## config.mk

```make
export PLATFORM = sky130hd
export DESIGN_NAME = isb_irq_mid
export DESIGN_NICKNAME = d
export VERILOG_FILES = /design/src/isb_pkg.sv /design/src/isb_frame_trunc.sv /design/src/isb_irq_mid.sv
export VERILOG_INCLUDE_DIRS = /design/src /design/src/src
export SDC_FILE = /design/constraint.sdc
export NUM_CORES = 1
export LEC_CHECK = 0
export BUFFER_PORTS_ARGS = -buffer_cell sky130_fd_sc_hd__clkbuf_2
export CORE_ASPECT_RATIO = 0.7
export CORE_MARGIN = 4
export CORE_UTILIZATION = 47
export CTS_BUF_LIST = sky130_fd_sc_hd__clkbuf_4 sky130_fd_sc_hd__clkbuf_8
export DETAILED_ROUTE_END_ITERATION = 10
export PLACE_DENSITY_LB_ADDON = 0.05
export REMOVE_ABC_BUFFERS = 1
export SLEW_MARGIN = 5
export SYNTH_ARGS = -nofsm -noshare
export SYNTH_HDL_FRONTEND = slang
export SYNTH_SLANG_ARGS = --single-unit
```

## constraint.sdc

```tcl
create_clock -name SYS_CLK -period 1.9 [get_ports SYS_CLK]
set_input_delay 0.095 -clock SYS_CLK [delete_from_list [all_inputs] [get_ports SYS_CLK]]
set_output_delay 0.095 -clock SYS_CLK [all_outputs]
set_load 0.1 [all_outputs]
```

## src/isb_params.svh

```systemverilog
// constants for the mid-range interrupt status bits
`ifndef ISB_PARAMS_SVH
`define ISB_PARAMS_SVH

`define ISB_STS_OFFSET 12'h058
`define ISB_EN_OFFSET 12'h05c
`define ISB_BIT_TX_DONE 21
`define ISB_BIT_RX_LEN 20
`define ISB_BIT_TIMER 19
`define ISB_BIT_RSVD_HI 18
`define ISB_BIT_POWER 17
`define ISB_BIT_TXQ_OVF 16
`define ISB_BIT_RX_BIG 15
`define ISB_BIT_RX_ERR 14
`define ISB_BIT_TX_ERR 13
`define ISB_BIT_PINPORT 12
`define ISB_BIT_RSVD_LO 11
`define ISB_BIT_TXD_OVR 10
`define ISB_MID_MASK 32'h003bf400
`define ISB_W1C_MASK 32'h003be400
`define ISB_STS_RESET 32'h00000000
`define ISB_EN_RESET 32'h00000000
`define ISB_TIMER_WRAP 16'hffff
`define ISB_FRAME_MAX 12'h800

`endif

```

## src/isb_pkg.sv

```systemverilog
// types for the mid-range interrupt status bits
package isb_pkg;
    typedef struct packed {
        logic [31:0] status;
        logic [31:0] enable;
        logic [31:0] rdata;
        logic irq;
        logic [15:0] timer_prev;
    } isb_state_t;

    typedef struct packed {
        logic [11:0] kept_len;
        logic oversize;
    } isb_trunc_t;
endpackage
```

## src/isb_frame_trunc.sv

```systemverilog
// receive frame length clamp to the largest kept size
`timescale 1ns/1ps
`default_nettype none
`include "isb_params.svh"

module isb_frame_trunc #(
    parameter int LEN_W = 16
) (
    // clock and reset
    input wire logic clk,
    input wire logic rst,
    // frame end report
    input wire logic frame_end,
    input wire logic [LEN_W-1:0] frame_len,
    // clamped result
    output logic kept_valid,
    output logic [11:0] kept_len,
    output logic oversize
);
    isb_pkg::isb_trunc_t st;
    isb_pkg::isb_trunc_t next_st;
    logic valid_q;
    logic next_valid;

    always_comb begin
        next_st = st;
        next_valid = frame_end;
        if (frame_end) begin
            next_st.oversize = (frame_len >= LEN_W'(`ISB_FRAME_MAX)); // RULE8
            if (frame_len > LEN_W'(`ISB_FRAME_MAX)) begin
                next_st.kept_len = `ISB_FRAME_MAX; // RULE9
            end else begin
                next_st.kept_len = frame_len[11:0];
            end
        end
    end

    always_ff @(posedge clk) begin
        if (rst) begin
            st <= '0;
            valid_q <= 1'b0;
        end else begin
            st <= next_st;
            valid_q <= next_valid;
        end
    end

    assign kept_valid = valid_q;
    assign kept_len = st.kept_len;
    assign oversize = st.oversize;
endmodule

`default_nettype wire

```

## src/isb_irq_mid.sv

```systemverilog
// interrupt status bits 21..10 with enable gating and register port
`timescale 1ns/1ps
`default_nettype none
`include "isb_params.svh"

// Function
// RULE1: set bit 21 when a completion-marked buffer is fully in the tx queue
// RULE2: set bit 20 when the programmed rx transfer length has drained
// RULE3: set bit 19 when the general timer wraps from zero to ffff
// RULE4: set bit 17 on a power event, regardless of the power event pin
// RULE5: writing one clears bit 17; software first clears power control bits
// RULE6: power interrupt skips the de-assertion interval
// RULE7: set bit 16 when the tx result queue overflows
// RULE8: set bit 15 on a received frame of 2048 bytes or more
// RULE9: frames of 2049 bytes or more are cut to 2048 bytes
// RULE10: set bit 14 on a receiver error
// RULE11: set bit 13 on a transmitter error
// RULE12: bit 12 is read-only and mirrors the pin-port pending event
// RULE13: set bit 10 on a write to a full tx data queue
// RULE14: writing one clears a write-one-to-clear flag; zero leaves it
// RULE15: flags follow their sources whatever the enables say
// RULE16: interrupt output only for flags whose enable bit is set
// RULE17: reserved bits 18 and 11 read zero and ignore writes
module isb_irq_mid #(
    parameter int LEN_W = 16
) (
    // clock and reset
    input wire logic SYS_CLK,
    input wire logic RST,
    // register port
    input wire logic REG_WR,
    input wire logic REG_RD,
    input wire logic [11:0] REG_ADDR,
    input wire logic [31:0] REG_WDATA,
    output logic [31:0] REG_RDATA,
    // event sources
    input wire logic TX_BUFFER_DONE,
    input wire logic COMPLETION_MARKER,
    input wire logic RX_TRANSFER_DONE,
    input wire logic [15:0] GENERAL_TIMER_VALUE,
    input wire logic POWER_EVENT,
    input wire logic TX_RESULT_QUEUE_OVERFLOW,
    input wire logic RX_FRAME_END,
    input wire logic [LEN_W-1:0] RX_FRAME_LEN,
    input wire logic RX_ERROR,
    input wire logic TX_ERROR,
    input wire logic PIN_PORT_PENDING,
    input wire logic TX_DATA_WRITE,
    input wire logic TX_DATA_FULL,
    // outputs
    output logic RX_KEPT_VALID,
    output logic [11:0] RX_KEPT_LEN,
    output logic IRQ,
    output logic POWER_IRQ_DIRECT
);
    isb_pkg::isb_state_t st;
    isb_pkg::isb_state_t next_st;
    logic kept_valid;
    logic [11:0] kept_len;
    logic oversize;
    logic [31:0] set_vec;
    logic [31:0] clr_vec;
    logic [31:0] status_val;
    logic pwr_q;

    isb_frame_trunc #(.LEN_W(LEN_W)) u_trunc (
        .clk(SYS_CLK),
        .rst(RST),
        .frame_end(RX_FRAME_END),
        .frame_len(RX_FRAME_LEN),
        .kept_valid(kept_valid),
        .kept_len(kept_len),
        .oversize(oversize)
    );

    always_comb begin
        next_st = st;
        set_vec = '0;
        clr_vec = '0;
        set_vec[`ISB_BIT_TX_DONE] = TX_BUFFER_DONE & COMPLETION_MARKER; // RULE1
        set_vec[`ISB_BIT_RX_LEN] = RX_TRANSFER_DONE; // RULE2
        set_vec[`ISB_BIT_TIMER] = (st.timer_prev == 16'h0000) &&
            (GENERAL_TIMER_VALUE == `ISB_TIMER_WRAP); // RULE3
        set_vec[`ISB_BIT_POWER] = POWER_EVENT; // RULE4
        set_vec[`ISB_BIT_TXQ_OVF] = TX_RESULT_QUEUE_OVERFLOW; // RULE7
        set_vec[`ISB_BIT_RX_BIG] = kept_valid & oversize; // RULE8
        set_vec[`ISB_BIT_RX_ERR] = RX_ERROR; // RULE10
        set_vec[`ISB_BIT_TX_ERR] = TX_ERROR; // RULE11
        set_vec[`ISB_BIT_TXD_OVR] = TX_DATA_WRITE & TX_DATA_FULL; // RULE13
        if (REG_WR && REG_ADDR == `ISB_STS_OFFSET) begin
            clr_vec = REG_WDATA & `ISB_W1C_MASK; // RULE14 RULE5
        end
        // set wins over a same-cycle clear; flags ignore enables
        next_st.status = ((st.status & ~clr_vec) | set_vec) & `ISB_W1C_MASK; // RULE15
        next_st.status[`ISB_BIT_PINPORT] = PIN_PORT_PENDING; // RULE12
        if (REG_WR && REG_ADDR == `ISB_EN_OFFSET) begin
            next_st.enable = REG_WDATA & `ISB_MID_MASK; // RULE17
        end
        next_st.timer_prev = GENERAL_TIMER_VALUE;
        status_val = next_st.status & `ISB_MID_MASK; // RULE17
        next_st.irq = |(status_val & next_st.enable); // RULE16
        next_st.rdata = st.rdata;
        if (REG_RD) begin
            unique case (REG_ADDR)
                `ISB_STS_OFFSET: next_st.rdata = st.status & `ISB_MID_MASK; // RULE17
                `ISB_EN_OFFSET: next_st.rdata = st.enable;
                default: next_st.rdata = 32'h00000000;
            endcase
        end
    end

    always_ff @(posedge SYS_CLK) begin
        if (RST) begin
            // timer history starts at the idle value so release cannot fake a wrap
            st <= '{status: `ISB_STS_RESET, enable: `ISB_EN_RESET, rdata: 32'h00000000, irq: 1'b0,
                timer_prev: `ISB_TIMER_WRAP};
            pwr_q <= 1'b0;
        end else begin
            st <= next_st;
            // power flag, gated by its enable bit, goes straight out, no de-assertion hold-off
            pwr_q <= next_st.status[`ISB_BIT_POWER] & next_st.enable[`ISB_BIT_POWER]; // RULE6
        end
    end

    assign REG_RDATA = st.rdata;
    assign IRQ = st.irq;
    assign POWER_IRQ_DIRECT = pwr_q;
    assign RX_KEPT_VALID = kept_valid;
    assign RX_KEPT_LEN = kept_len;
endmodule

`default_nettype wire

```

==> results.json <==
{
  "overflow": 0,
  "htreeDepth": 3,
  "finalCritPeriodShare_pct": 85.1,
  "worst_ep_arrival_time_ps": 1880,
  "critPathBufInv": 3,
  "drive_above_1_share_pct": 35.0,
  "finClkSkew_ps": 10.4,
  "drv_slew": 0,
  "grt_first_pass_wirelength_um": 10600,
  "portBuffers": 93,
  "synth_cell_types": 37,
  "min_path_cells": 3,
  "r2r-start": "st[1]",
  "cts_tree": "yes",
  "finish.utilization_pct": 63.8,
  "antenna_found_initial": 0,
  "crit_path_frequent_cell": "a21oi_1",
  "critPathKind": "input pin to flip-flop",
  "ir_drop_uv": 451,
  "startpoint": "RX_FRAME_LEN[1]",
  "cts_buffer_depth": 2,
  "crit_required_ps": 2160,
  "status": "complete, no violations",
  "ioPinCount": 138,
  "startpoint_type": "input pin",
  "core_area_um2": 5730,
  "place_congestion": 0.812,
  "leakagePower_uw": 0.00163,
  "num_rows": 23,
  "grt_usage_pct": 18.8,
  "tightest_slew_ps": 698,
  "die_h_um": 72.4,
  "period_needed_ps": 1620,
  "die_w_um": 100,
  "fillers": 508,
  "seq_area_frac_synth_pct": 44.6,
  "max_stage_delay_ps": 550,
  "nets": 509,
  "ys_ff_latch": 62,
  "dr_total_vias": 2350,
  "synth_top_area_share_pct": 44.6,
  "grt_pass1_vias": 2294,
  "most-common-layout-cells": "93 x clkbuf_2, 62 x dfxtp_1, 46 x nor2_1, 29 x a21oi_1, 25 x dlygate4sd3_1",
  "crit_family": "buffers and inverters",
  "drt_wl_total_um": 6490,
  "path_cells": "dlygate4sd3_1 > clkbuf_2 > nor4_1 > nand3_1 > a21oi_1 > buf_4 > a21oi_1 > nor2_1",
  "slowest_stage": "dlygate4sd3_1",
  "power_density_nw_per_um2": 866,
  "setup_viol": 0,
  "clock_sinks": 62,
  "layout-area-overhead-vs-synth_pct": 31.2,
  "cts_root_buf": "clkbuf_8",
  "clk_pin_slew_ps": 70,
  "relSlewSlack_pct": 53.5,
  "tns_ps": 0,
  "synthesis.area_um2": 2790,
  "drt-pass1-iter-count": 4,
  "drtIter0Drc": 80,
  "synthTopCellsByArea": "dfxtp_1 45%, buf_4 8.6%, nor2_1 6.2%",
  "via_per_inst": 4.72,
  "clkLatencyLatePin_ps": 330,
  "synthCells": 306,
  "path_depth": 8,
  "initial_core_util_pct": 48.6,
  "dp_hpwl_um": 4690,
  "rsz0062_at_grt": "false",
  "worstHoldStart": "RX_FRAME_LEN[10]",
  "cts_resized": 0,
  "worstSetupEndpointType": "flip-flop",
  "die_area_um2": 7240,
  "cp_max_fo": 8,
  "cap_violations": 0,
  "wl_per_cell_um": 13.0,
  "finalPower_uw": 3160,
  "ys_warn_count": 0,
  "cts_setup_buffers": 0,
  "hold_violations": 0,
  "min_path_type": "input pin to flip-flop",
  "numCtsBuffers": 9,
  "grt_max_degree": 40,
  "syn_avg_cell_area_um2": 9.10,
  "synth_top_area_cell": "dfxtp_1",
  "max_freq_mhz": 619,
  "final_common_cell": "clkbuf_2",
  "drc": 0,
  "ff2ff_path_depth": 6,
  "drtAntennaViolNets": 0,
  "antenna_cells": 0
}
[per-layer routing]
| layer | vias up | routed length [um] | track usage [%] |
|---|---|---|---|
| met5 | - | 0 | 0 |
| met4 | 0 | 74 | 7.47 |
| met3 | 7 | 533 | 6.05 |
| met2 | 86 | 2870 | 28.8 |
| met1 | 1040 | 3010 | 24.7 |
| li1 | 1217 | - | - |
[flip-flops by register name, summed over array words and instances, names as in the netlist]
| name | cells |
|---|---|
| IRQ | 1 |
| POWER_IRQ_DIRECT | 1 |
| REG_RDATA | 10 |
| st | 36 |
| u_trunc.kept_len | 12 |
| u_trunc.kept_valid | 1 |
| u_trunc.oversize | 1 |
[metrics by stage]
| stage | hold WS, ps | instance area, um^2 | instances | setup WS (ps) |
|---|---|---|---|---|
| after floorplan | 162 | 2530 | 281 | 253 |
| after global placement | 302 | 3170 | 457 | 79.5 |
| after detailed placement | 300 | 3170 | 457 | 56.2 |
| after CTS | 1.48 | 3650 | 498 | 311 |
| after global routing | 16.1 | 3650 | 498 | 173 |
| final | 11.6 | 3650 | 498 | 283 |
[report_power, final]
group	internal, uW	switching, uW	total [uW]
clock	859	483	1340
sequential	1340	15.2	1350
combinational	141	328	470
total	2340	827	3160
[synthesized netlist by cell type]
| cell type | count |
|---|---|
| and3b_1 | 1 |
| nand4_1 | 5 |
| buf_6 | 2 |
| nand4bb_1 | 1 |
| or4b_4 | 1 |
| nor3b_1 | 1 |
| dfxtp_1 | 62 |
| nor3_1 | 3 |
| nand2b_1 | 4 |
| nor2b_1 | 24 |
| and4bb_2 | 1 |
| a31oi_1 | 1 |
| clkbuf_1 | 9 |
| nand4b_1 | 1 |
| nor4_4 | 1 |
| inv_1 | 5 |
| o22ai_1 | 7 |
| buf_2 | 1 |
| a311oi_1 | 1 |
| mux2_2 | 10 |
| a221oi_1 | 1 |
| buf_4 | 32 |
| and4_1 | 3 |
| nor4_1 | 8 |
| clkbuf_8 | 2 |
| o21ai_0 | 4 |
| conb_1 | 1 |
| o22ai_2 | 1 |
| mux2i_1 | 12 |
| a21oi_1 | 29 |
| nand2_1 | 4 |
| nor4b_1 | 1 |
| or3b_2 | 1 |
| nand3_1 | 1 |
| or2_2 | 16 |
| nor2_1 | 46 |
| o21a_1 | 3 |
[path summary, 6_finish.rpt]
| path | to | slack (ps) |
|---|---|---|
| setup / recovery | u_trunc.kept_len[2] | 280 |
| hold / removal | u_trunc.kept_len[10] | 10 |
| setup reg to reg | IRQ | 520 |
| hold reg to reg | u_trunc.kept_len[11] | 460 |
[layout make-up]
type	instances	area (um^2)	share of cell area (%)
tap	75	93.8	2.57
multi-input combinational	214	1270	34.9
sequential	62	1240	34.0
inverter	5	18.8	0.514
timing repair buffer	126	788	21.6
clock inverter	3	65.1	1.78
clock buffer	13	173	4.72
[worst reg2reg max path, delay by kind of cell (launching register included)]
kind,cells,cell delay [ps]
simple gates,4,710
flops,1,300
compound gates,2,280
[repair_timing]
action / in CTS / in global routing
hold buffers: 25 / 0
endpoints found under the hold margin: 25 / 0
endpoints found under the setup margin: 0 / 0
[kinds of logic after synthesis]
logic type / after synthesis / synth area share [%]
buffers and inverters: 51 / 12.5
AND/OR/NAND/NOR: 123 / 24.8
other: 1 / 0.135
AO/OA/AOI/OAI: 47 / 9.61
flip-flops: 62 / 44.6
multiplexers: 22 / 8.36
(Power assumes the default switching activity.)
